$ cat src/pkg/wim_map.vh
// Register offsets, field positions, reset values and timing counts of the wake input monitor.
`ifndef WIM_MAP_VH
`define WIM_MAP_VH
`define WIM_ADDR_W            4
`define WIM_OFF_WAKE_CTRL1    4'h0
`define WIM_OFF_HW_CTRL0      4'h1
`define WIM_OFF_PULL_CTRL     4'h2
`define WIM_OFF_STATUS0       4'h3
`define WIM_OFF_LEVEL_STAT    4'h4
`define WIM_OFF_MODE          4'h5
`define WIM_BIT_WAKE_EN       0
`define WIM_BIT_REG_BY_PIN    0
`define WIM_BIT_PULL_LO       0
`define WIM_BIT_PULL_HI       1
`define WIM_BIT_EVENT_FLAG    0
`define WIM_BIT_LEVEL         0
`define WIM_RST_WAKE_CTRL1    1'b0
`define WIM_RST_REG_BY_PIN    1'b0
`define WIM_RST_PULL          2'b00
`define WIM_PULL_NONE         2'b00
`define WIM_PULL_DOWN         2'b01
`define WIM_PULL_UP           2'b10
`define WIM_PULL_AUTO         2'b11
`define WIM_MODE_NORMAL       2'b00
`define WIM_MODE_STOP         2'b01
`define WIM_MODE_SLEEP        2'b10
`define WIM_MODE_FAILSAFE     2'b11
`define WIM_CLK_MHZ           250
`define WIM_FILTER_MIN_US     12
`define WIM_FILTER_TYP_US     16
`define WIM_FILTER_MAX_US     20
`define WIM_INT_PULSE_MIN_US  80
`define WIM_INT_PULSE_MAX_US  120
`define WIM_INT_GAP_MIN_US    80
`define WIM_FILTER_CYC        (`WIM_FILTER_TYP_US * `WIM_CLK_MHZ)
`define WIM_INT_PULSE_CYC     (`WIM_INT_PULSE_MIN_US * `WIM_CLK_MHZ)
`define WIM_INT_GAP_CYC       (`WIM_INT_GAP_MIN_US * `WIM_CLK_MHZ)
`endif

$ cat src/verilog/wim_filter.v
// Synchroniser and stability filter for the wake comparator output.
`timescale 1ns/1ps
module wim_filter #(
    parameter CNT_W  = 16,
    parameter FILT_N = 4000
) (
    input  wire clk_sys,
    input  wire nrst,
    input  wire pin_in,
    output reg  raw_level,
    output reg  filt_level
);
    reg             sync_a;
    reg [CNT_W-1:0] stable_cnt;

    // The first stage is read only by raw_level, which then feeds the bypass path and the filter.
    always @(posedge clk_sys) begin
        if (!nrst) begin
            sync_a     <= 1'b0;
            raw_level  <= 1'b0;
            filt_level <= 1'b0;
            stable_cnt <= {CNT_W{1'b0}};
        end else begin
            sync_a    <= pin_in;
            raw_level <= sync_a;
            if (raw_level == filt_level) begin
                stable_cnt <= {CNT_W{1'b0}};
            end else if (stable_cnt == FILT_N[CNT_W-1:0] - 1'b1) begin
                filt_level <= raw_level;
                stable_cnt <= {CNT_W{1'b0}};
            end else begin
                stable_cnt <= stable_cnt + 1'b1;
            end
        end
    end
endmodule

$ cat src/verilog/wim_top.v
// Wake input monitor: filtered edge events, interrupt pulse, wake requests, regulator steering and pull select.
`timescale 1ns/1ps
`include "wim_map.vh"
module wim_top #(
    parameter FILTER_CYC = `WIM_FILTER_CYC,
    parameter PULSE_CYC  = `WIM_INT_PULSE_CYC,
    parameter GAP_CYC    = `WIM_INT_GAP_CYC,
    parameter CNT_W      = 16
) (
    input  wire                   clk_sys,
    input  wire                   nrst,
    input  wire                   wake_pin,
    input  wire [1:0]             chip_mode,
    input  wire [`WIM_ADDR_W-1:0] reg_addr,
    input  wire [7:0]             reg_wdata,
    input  wire                   reg_wr,
    input  wire                   reg_rd,
    output reg  [7:0]             reg_rdata,
    output reg                    interrupt_out_n,
    output reg                    wake_req,
    output reg                    restart_req,
    output reg                    buck_pwm_sel,
    output reg                    buck_pin_ctrl,
    output reg                    pull_up_en,
    output reg                    pull_down_en
);
    localparam ST_IDLE  = 3'b001;
    localparam ST_PULSE = 3'b010;
    localparam ST_GAP   = 3'b100;

    wire             raw_level;
    wire             filt_level;
    reg              wake_pin_enable;
    reg              regulator_mode_by_pin;
    reg  [1:0]       wake_pull_control;
    reg              wake_pin_event_flag;
    reg              last_level;
    reg  [1:0]       mode_q;
    reg              int_pending;
    reg  [2:0]       int_state;
    reg  [CNT_W-1:0] int_cnt;
    reg              next_pull_up;
    reg              next_pull_down;
    wire             level_change;
    wire             run_mode;
    wire             sleep_mode;
    wire             fs_mode;
    wire             wake_event;
    wire             int_event;
    wire             flag_clear;
    wire             wr_wake_ctrl;
    wire             wr_hw_ctrl;
    wire             wr_pull_ctrl;
    reg  [7:0]       next_rdata;

    // Chip mode comes from the device's own mode controller on this clock.
    function is_mode;
        input [1:0] m;
        input [1:0] want;
        begin
            is_mode = (m == want);
        end
    endfunction

    // Register select; shared by the write strobes and the clear-on-read decode.
    function reg_hit;
        input [`WIM_ADDR_W-1:0] a;
        input [`WIM_ADDR_W-1:0] want;
        begin
            reg_hit = (a == want);
        end
    endfunction

    // The comparator output is asynchronous, so the filter also carries the two-stage synchroniser.
    wim_filter #(
        .CNT_W  (CNT_W),
        .FILT_N (FILTER_CYC)
    ) u_filter (
        .clk_sys    (clk_sys),
        .nrst       (nrst),
        .pin_in     (wake_pin),
        .raw_level  (raw_level),
        .filt_level (filt_level)
    );

    assign run_mode   = is_mode(chip_mode, `WIM_MODE_NORMAL) | is_mode(chip_mode, `WIM_MODE_STOP);
    assign sleep_mode = is_mode(chip_mode, `WIM_MODE_SLEEP);
    assign fs_mode    = is_mode(chip_mode, `WIM_MODE_FAILSAFE);
    assign level_change = (filt_level != last_level);
    // Fail-Safe ignores the enable; other modes need it.
    assign wake_event = level_change & (fs_mode | wake_pin_enable);
    assign int_event  = wake_event & run_mode;
    assign flag_clear   = reg_rd & reg_hit(reg_addr, `WIM_OFF_STATUS0);
    // Status, level and mode offsets are read-only, so writes to them fall away.
    assign wr_wake_ctrl = reg_wr & reg_hit(reg_addr, `WIM_OFF_WAKE_CTRL1);
    assign wr_hw_ctrl   = reg_wr & reg_hit(reg_addr, `WIM_OFF_HW_CTRL0);
    assign wr_pull_ctrl = reg_wr & reg_hit(reg_addr, `WIM_OFF_PULL_CTRL);

    always @(posedge clk_sys) begin
        if (!nrst) begin
            last_level <= 1'b0;
            mode_q     <= `WIM_MODE_NORMAL;
        end else begin
            mode_q <= chip_mode;
            if (level_change) begin
                last_level <= filt_level;
            end
        end
    end

    // Control registers; each one loads only on its own write strobe.
    always @(posedge clk_sys) begin
        if (!nrst) begin
            wake_pin_enable <= `WIM_RST_WAKE_CTRL1;
        end else if (wr_wake_ctrl) begin
            wake_pin_enable <= reg_wdata[`WIM_BIT_WAKE_EN];
        end
    end

    always @(posedge clk_sys) begin
        if (!nrst) begin
            regulator_mode_by_pin <= `WIM_RST_REG_BY_PIN;
        end else if (wr_hw_ctrl) begin
            regulator_mode_by_pin <= reg_wdata[`WIM_BIT_REG_BY_PIN];
        end
    end

    always @(posedge clk_sys) begin
        if (!nrst) begin
            wake_pull_control <= `WIM_RST_PULL;
        end else if (wr_pull_ctrl) begin
            wake_pull_control <= reg_wdata[`WIM_BIT_PULL_HI:`WIM_BIT_PULL_LO];
        end
    end

    // The flag clears on a read of the status offset; a new event in the same cycle wins so no edge is lost.
    always @(posedge clk_sys) begin
        if (!nrst) begin
            wake_pin_event_flag <= 1'b0;
        end else if (wake_event) begin
            wake_pin_event_flag <= 1'b1;
        end else if (flag_clear) begin
            wake_pin_event_flag <= 1'b0;
        end
    end

    // Read data is zero except in the one cycle after a read strobe.
    always @* begin
        next_rdata = 8'h00;
        if (reg_rd) begin
            case (reg_addr)
                `WIM_OFF_WAKE_CTRL1: begin
                    next_rdata = {7'h00, wake_pin_enable};
                end
                `WIM_OFF_HW_CTRL0: begin
                    next_rdata = {7'h00, regulator_mode_by_pin};
                end
                `WIM_OFF_PULL_CTRL: begin
                    next_rdata = {6'h00, wake_pull_control};
                end
                `WIM_OFF_STATUS0: begin
                    next_rdata = {7'h00, wake_pin_event_flag};
                end
                // Live level only in Normal/Stop, never latched.
                `WIM_OFF_LEVEL_STAT: begin
                    next_rdata = {7'h00, filt_level & run_mode};
                end
                `WIM_OFF_MODE: begin
                    next_rdata = {6'h00, mode_q};
                end
                default: begin
                    next_rdata = 8'h00;
                end
            endcase
        end
    end

    always @(posedge clk_sys) begin
        if (!nrst) begin
            reg_rdata <= 8'h00;
        end else begin
            reg_rdata <= next_rdata;
        end
    end

    // Interrupt pulse engine; events during a pulse or gap are held and issued after the gap.
    // Pulse and gap share one counter, so CNT_W must hold the larger of the two counts.
    always @(posedge clk_sys) begin
        if (!nrst) begin
            int_state       <= ST_IDLE;
            int_cnt         <= {CNT_W{1'b0}};
            int_pending     <= 1'b0;
            interrupt_out_n <= 1'b1;
        end else begin
            if (int_event) begin
                int_pending <= 1'b1;
            end
            case (int_state)
                ST_IDLE: begin
                    if (int_pending | int_event) begin
                        int_state       <= ST_PULSE;
                        int_pending     <= 1'b0;
                        int_cnt         <= {CNT_W{1'b0}};
                        interrupt_out_n <= 1'b0;
                    end
                end
                ST_PULSE: begin
                    if (int_cnt == PULSE_CYC[CNT_W-1:0] - 1'b1) begin
                        int_state       <= ST_GAP;
                        int_cnt         <= {CNT_W{1'b0}};
                        interrupt_out_n <= 1'b1;
                    end else begin
                        int_cnt <= int_cnt + 1'b1;
                    end
                end
                ST_GAP: begin
                    if (int_cnt == GAP_CYC[CNT_W-1:0] - 1'b1) begin
                        int_state <= ST_IDLE;
                        int_cnt   <= {CNT_W{1'b0}};
                    end else begin
                        int_cnt <= int_cnt + 1'b1;
                    end
                end
                default: begin
                    int_state       <= ST_IDLE;
                    interrupt_out_n <= 1'b1;
                end
            endcase
        end
    end

    // Wake and restart requests are one-cycle pulses to the mode controller.
    always @(posedge clk_sys) begin
        if (!nrst) begin
            wake_req    <= 1'b0;
            restart_req <= 1'b0;
        end else begin
            wake_req    <= wake_event & sleep_mode;
            restart_req <= level_change & fs_mode;
        end
    end

    // Regulator steering uses the unfiltered synchronised level since the source is assumed clean.
    always @(posedge clk_sys) begin
        if (!nrst) begin
            buck_pin_ctrl <= 1'b0;
            buck_pwm_sel  <= 1'b0;
        end else begin
            buck_pin_ctrl <= regulator_mode_by_pin & is_mode(chip_mode, `WIM_MODE_STOP);
            buck_pwm_sel  <= raw_level;
        end
    end

    always @* begin
        next_pull_up   = 1'b0;
        next_pull_down = 1'b0;
        case (wake_pull_control)
            `WIM_PULL_NONE: begin
            end
            `WIM_PULL_DOWN: begin
                next_pull_down = 1'b1;
            end
            `WIM_PULL_UP: begin
                next_pull_up = 1'b1;
            end
            `WIM_PULL_AUTO: begin
                next_pull_up   = filt_level;
                next_pull_down = ~filt_level;
            end
            default: begin
            end
        endcase
    end

    // Pull enables are registered so the current sources never see a decode glitch.
    always @(posedge clk_sys) begin
        if (!nrst) begin
            pull_up_en   <= 1'b0;
            pull_down_en <= 1'b0;
        end else begin
            pull_up_en   <= next_pull_up;
            pull_down_en <= next_pull_down;
        end
    end
endmodule

$ cat config.mk
export PLATFORM = sky130hd
export DESIGN_NAME = wim_top
export DESIGN_NICKNAME = d
export VERILOG_FILES = /design/src/verilog/wim_filter.v /design/src/verilog/wim_top.v
export VERILOG_INCLUDE_DIRS = /design/src /design/src/pkg
export SDC_FILE = /design/constraint.sdc
export NUM_CORES = 1
export LEC_CHECK = 0
export BUFFER_PORTS_ARGS = -buffer_cell sky130_fd_sc_hd__buf_2
export CAP_MARGIN = 25
export CORE_ASPECT_RATIO = 1.5
export CORE_MARGIN = 1.5
export CORE_UTILIZATION = 61
export CTS_CLUSTER_DIAMETER = 120
export DETAILED_ROUTE_END_ITERATION = 10
export GPL_ROUTABILITY_DRIVEN = 0
export PLACE_DENSITY = 0.87
export SYNTH_ARGS = -nofsm -noshare
export SYNTH_HDL_FRONTEND = slang
export SYNTH_SLANG_ARGS = --single-unit
$ cat constraint.sdc
create_clock -name clk_sys -period 3.06 [get_ports clk_sys]
set_input_delay 0.459 -clock clk_sys [delete_from_list [all_inputs] [get_ports clk_sys]]
set_output_delay 0.459 -clock clk_sys [all_outputs]
set_load 0.01 [all_outputs]
Word-level counts from Yosys, hierarchy flattened. Index checks and enable logic that the tools add are counted. Widths: inputs -> output; s select.

Bits in registers: 62. Input port bits: 19. Output and inout port bits: 15. Logic and storage cells: 90.

Add/subtract/negate cells: 2. Equality and inequality tests: 21. Mux-type cells: 18. Bitwise operators: 17. Reductions and logical operators: 11.

Operators by type and width (number): $add 16x1->16 const B (2); $mux 16 (2); $pmux 16 s2 (1); $eq 16x12->1 const B (1); $eq 16x15->1 const B (1); $pmux 2 s6 (1); $and 1x1->1 (10); $mux 3 (3); $pmux 3 s3 (1); $eq 2x2->1 const B (4); $eq 4x2->1 const B (2); $eq 4x3->1 const B (2); $mux 1 (7); $ne 2x2->1 const B (3); $reduce_and 2->1 (3); $reduce_and 3->1 (2); $eq 2x1->1 const B (2); $eq 4x1->1 const B (1); $logic_not 4->1 (1); $not 1->1 (4); $pmux 1 s2 (2); $reduce_bool 2->1 (2); $eq 3x1->1 const B (1); $eq 3x2->1 const B (1); 8 further kinds (10).

Depth between registers and ports, before layout.
Depth in word-level cells: 7. Depth in mapped cells: 7. Gate-level depth less buffers: 6.

Hierarchy. Synthesis repeated with hierarchy kept, for this count alone.

Cells, all modules: 314. Area, all modules: 2753.9 sq um.

Modules (own cells, without submodules): wim_top (instances 1, cells an instance 225, area each 1909.3 sq um, sequential area each 740.7 sq um); wim_filter (instances 1, cells an instance 89, area each 844.6 sq um, sequential area each 380.4 sq um).

Least setup slack after synthesis. Ideal clock, no wire load.

Kind: reg-to-reg. Start point: register int_cnt[6]. End point: register int_cnt[5]. Setup time: 117 ps. Arrival time: 1709 ps. Required time: 2943 ps. Slack: 1234 ps. Cell stages (with the launch flop): 6. Path buffers: 1. Clock period less this slack: 1826 ps. Path through: dfxtp_1 -> or4_4 -> nor4_4 -> nor2_2 -> buf_6 -> a22o_1.

Word-level cells in the longest chain between the ends: 3.

Ends and longest elaborated chain: start, declared (line wim_top.v:41) `reg [CNT_W-1:0] int_cnt;`; start signal, assigned (line wim_top.v:191) `int_cnt <= {CNT_W{1'b0}};`; start signal, assigned (line wim_top.v:203) `int_cnt <= {CNT_W{1'b0}};`; start signal, assigned (line wim_top.v:210) `int_cnt <= {CNT_W{1'b0}};`; $eq 16x15->1 (line wim_top.v:208, wim_top.v:217); $mux 16 (line wim_top.v:208, wim_top.v:217); $pmux 16 s2 (line wim_top.v:198) `case (int_state)`.

Every way passes these cells. A chain may end at the register's enable or synchronous reset.

Worst setup path in the final report.
Start point: register int_cnt[0]. End point: register interrupt_out_n.

Word-level cells in the longest chain between the ends: 3.

Ends and longest elaborated chain: $eq 16x15->1 (line wim_top.v:208) `if (int_cnt == PULSE_CYC[CNT_W-1:0] - 1'b1) begin`; $ne 2x2->1 (no source line); $reduce_and 3->1 (no source line); end signal, assigned (line wim_top.v:204) `interrupt_out_n <= 1'b0;`; end signal, assigned (line wim_top.v:211) `interrupt_out_n <= 1'b1;`; end signal, assigned (line wim_top.v:226) `interrupt_out_n <= 1'b1;`; end, declared (line wim_top.v:19) `output reg interrupt_out_n,`.

Every way passes these cells.

==> key figures <==
Routing
  – DR vias: 2050
  – Detail Route Antenna Nets: 0
  – Drt first pass iters: 5
  – DR DRC count: 0
  – Vias per cell: 5.807
  – DR WL/cell: 13.31 um
  – Post-Route WL: 4697 um
  – Starting DRC count in detailed routing: 96

Final layout
  – Area grow syn2layout: 7.380%
  – Final Core Density: 68.83%
  – Fraction of layout cells with a size suffix above 1: 13.31%
  – Commonest non-fill, non-tap cells in the layout: dfxtp_1 (56), nor2_1 (28), nand2_1 (24), buf_2 (21), a21oi_1 (13)
  – Final Cell Area: 2749 um2
  – Commonest non-fill, non-tap cell in the layout: dfxtp_1
  – Ant diodes: 0
  – Final #Nets: 328
  – Fillers: 317

Min path
  – Worst Hold Class: input port to flop
  – Hold Path Cell Cnt: 2
  – Hold_sp: wake_pin
  – Worst Hold Endpoint: u_filter.sync_a$_SDFF_PN0_

Placed design
  – DP Worst Slack: 0.8098 ns
  – HPWL Detailed: 3427 um
  – Placed cell area: 2660 um2
  – # port buffers: 21

Setup path
  – RR Startpoint: int_cnt[0]$_SDFFE_PN0P_
  – Kind of critical path: flop to flop
  – Crit-path leading delay family: simple AND/OR/NAND/NOR gates
  – CP Cell Sequence: ha_1 -> nand3_1 -> nor4_4 -> buf_4 -> nor2b_1 -> o31ai_1 -> o211ai_1
  – R2R depth: 7
  – CP max FO: 9
  – WP buf/inv: 1
  – WP data arrival: 2.42 ns
  – Worst EP required: 3.23 ns
  – Worst setup SP type: flop
  – Crit end category: flop
  – Crit-path max cell delay: 0.60 ns
  – RR Endpoint: interrupt_out_n$_SDFFE_PN1P_
  – CP max stage cell: nor4_4
  – Worst reg2reg setup slack: 0.81 ns

Pwr
  – Net Switching: 0.2606 mW
  – Flop pwr share: 62.7%
  – Pwr Total: 1.172 mW
  – Internal power: 0.9119 mW
  – P_leak: 1.019 nW
  – Clock power frac: 33.8%
  – Sw Ratio: 22.23%
  – Worst vdd ir: 0.4174 mV
  – Cell Pwr Density: 426.5 nW/um2
  – Combinational power share: 3.5%

Global routing
  – GRT Overall Usage: 21.13%
  – Initial antenna violation count: 0
  – Vias in the first global route: 1855
  – Total gr overflow: 0
  – Global-route wire length before repair: 7879 um
  – Largest net degree at the start of global routing: 29

Logic synthesis
  – Syn Area/Cell: 8.951 um2
  – Synth Register Bits: 56
  – FFs w/ async S/R, synth: 0%
  – EDFF count, synth: 0
  – Unique cell type count in the Yosys netlist: 53
  – Synthesized area: 2560 um2
  – Synth warnings: 0
  – Gate Count Post-Synth: 286
  – Primary FF master, synth: dfxtp_1
  – Seq/Total Area, Yosys: 43.79%

Clock tree
  – Clock transition at path regs: 0.09 ns
  – CTS tree: done
  – Post-CTS Hold Fix Bufs: 0
  – Worst skew pair latency: 0.31 ns
  – CTS sink cnt: 56
  – H-tree depth: 2
  – Longest Clk Path Bufs: 2
  – Clk root buf: clkbuf_8
  – Post-CTS setup buffer count: 0
  – TritonCTS buffer count: 5
  – # resized after CTS: 0

STA
  – Setup tns final: 0 ns
  – Worst Max-Slew Pin Slew: 0.5914 ns
  – RSZ-0062 raised after global routing: no
  – Period utilisation layout: 73.59%
  – Final min period: 2.252 ns
  – Pins over their slew limit: 0
  – Final hold vios: 0
  – Fmax: 444.0 MHz
  – Worst Clk Skew: 0.01169 ns
  – Final WS setup: 0.8080 ns
  – Slew HR: 60.53%
  – Final setup vio count: 0

Floorplanning
  – Die Span Y: 82.34 um
  – # rows: 28
  – Core area: 3994 um2
  – I/O Pins: 34
  – Die ar.: 4602 um2
  – Die width: 55.90 um
  – Initial Util: 64.10%

Flow run
  – Max Cap Viol: 0

Status
  – Outcome: complete, no violations
routing by layer:
| metal | routed length (um) | GRT usage [%] |
|---|---|---|
| met1 | 1944 | 22.87 |
| met2 | 2552 | 40.48 |
| met3 | 150 | 4.206 |
| met4 | 49 | 8.333 |
| met5 | 0 | 0 |
power groups by stage:
stage / clock network (mW) / logic, mW / registers, mW
after floorplan: 0 / 0.0314 / 0.751
after global placement: 0 / 0.0402 / 0.752
after detailed placement: 0 / 0.0406 / 0.752
after CTS: 0.407 / 0.0409 / 0.735
after global routing: 0.430 / 0.0456 / 0.736
final: 0.397 / 0.0409 / 0.735
cell type report:
class / count / area [um2] / area share (%)
timing repair buffer: 22 / 112.6 / 4.096
sequential: 56 / 1121 / 40.78
tap: 45 / 56.30 / 2.048
multi-input combinational: 216 / 1348 / 49.02
clock buffer: 6 / 72.57 / 2.640
clock inverter: 2 / 16.27 / 0.5917
inverter: 6 / 22.52 / 0.8193
cells by family (layout without fill, tap and decap cells):
kind of cell | after synthesis | in the layout | share of synthesized area, %
mux | 7 | 7 | 3.226
flops | 56 | 56 | 43.79
simple gates | 134 | 134 | 29.42
fa+ha+maj | 2 | 2 | 0.9774
compound gates | 50 | 50 | 12.32
buf+inv | 19 | 36 | 4.300
other cells | 1 | 6 | 0.1465
xor+xnor | 17 | 17 | 5.816
state kept, by name, summed over array words and instances, names as in the netlist:
signal,cells
wake_req,1
mode_q,2
buck_pwm_sel,1
wake_pull_control,2
u_filter.raw_level,1
interrupt_out_n,1
int_pending,1
pull_down_en,1
wake_pin_enable,1
int_cnt,16
int_state,3
restart_req,1
last_level,1
u_filter.sync_a,1
u_filter.stable_cnt,16
pull_up_en,1
wake_pin_event_flag,1
reg_rdata,2
buck_pin_ctrl,1
u_filter.filt_level,1
regulator_mode_by_pin,1
cells in the mapped netlist, types with 2 or more instances:
master    count  share of area, %
a211oi_1      3              0.88
a21o_1        2              0.59
a21oi_1      13               2.5
a22oi_1       2              0.59
a31oi_1       8               2.0
and2_1        6               1.5
and3_1        4              0.98
and4_1        5               1.7
buf_4         6               1.8
buf_6         2              0.88
clkbuf_1      4              0.59
dfxtp_1      56                44
ha_1          2              0.98
inv_1         6              0.88
mux2i_1       6               2.3
nand2_1      24               3.5
nand2b_1      4              0.98
nand3_1      11               2.2
nand4_1       5               1.2
nand4b_1      2              0.68
nor2_1       28               4.1
nor2b_1      12               2.9
nor3_1       11               2.2
nor3b_1       2              0.59
nor3b_2       2              0.98
nor4_1        3              0.73
o21a_1        2              0.59
o21ai_0       3              0.59
o21ai_1       8               1.6
o31ai_1       3              0.88
or2b_1        2              0.59
or3_1         2              0.49
or3_2         2              0.59
xnor2_1      10               3.4
xor2_1        7               2.4
worst reg2reg max path: stages (launching register included):
cell	delay (ns)
dfxtp_1	0.40
ha_1	0.21
nand3_1	0.26
nor4_4	0.60
buf_4	0.25
nor2b_1	0.08
o31ai_1	0.19
o211ai_1	0.12
stage by stage:
| step | hold WS (ns) | cells |
|---|---|---|
| after floorplan | 0.4119 | 291 |
| after global placement | 0.4445 | 345 |
| after detailed placement | 0.4568 | 345 |
| after CTS | 0.3566 | 353 |
| after global routing | 0.3502 | 353 |
| final | 0.3612 | 353 |
how the worst max path moves through the flow:
stage	cells after the start	end	slack [ns]	start
after detailed placement	7	interrupt_out_n$_SDFFE_PN1P_	0.81	int_cnt[0]$_SDFFE_PN0P_
after CTS	7	interrupt_out_n$_SDFFE_PN1P_	0.80	int_cnt[0]$_SDFFE_PN0P_
final	7	interrupt_out_n$_SDFFE_PN1P_	0.81	int_cnt[0]$_SDFFE_PN0P_
after global routing	7	interrupt_out_n$_SDFFE_PN1P_	0.63	int_cnt[0]$_SDFFE_PN0P_
after floorplan	5	int_cnt[5]$_SDFFE_PN0P_	1.23	int_cnt[6]$_SDFFE_PN0P_
after global placement	7	interrupt_out_n$_SDFFE_PN1P_	0.87	int_cnt[0]$_SDFFE_PN0P_
Power figures use the tool's default switching activity.
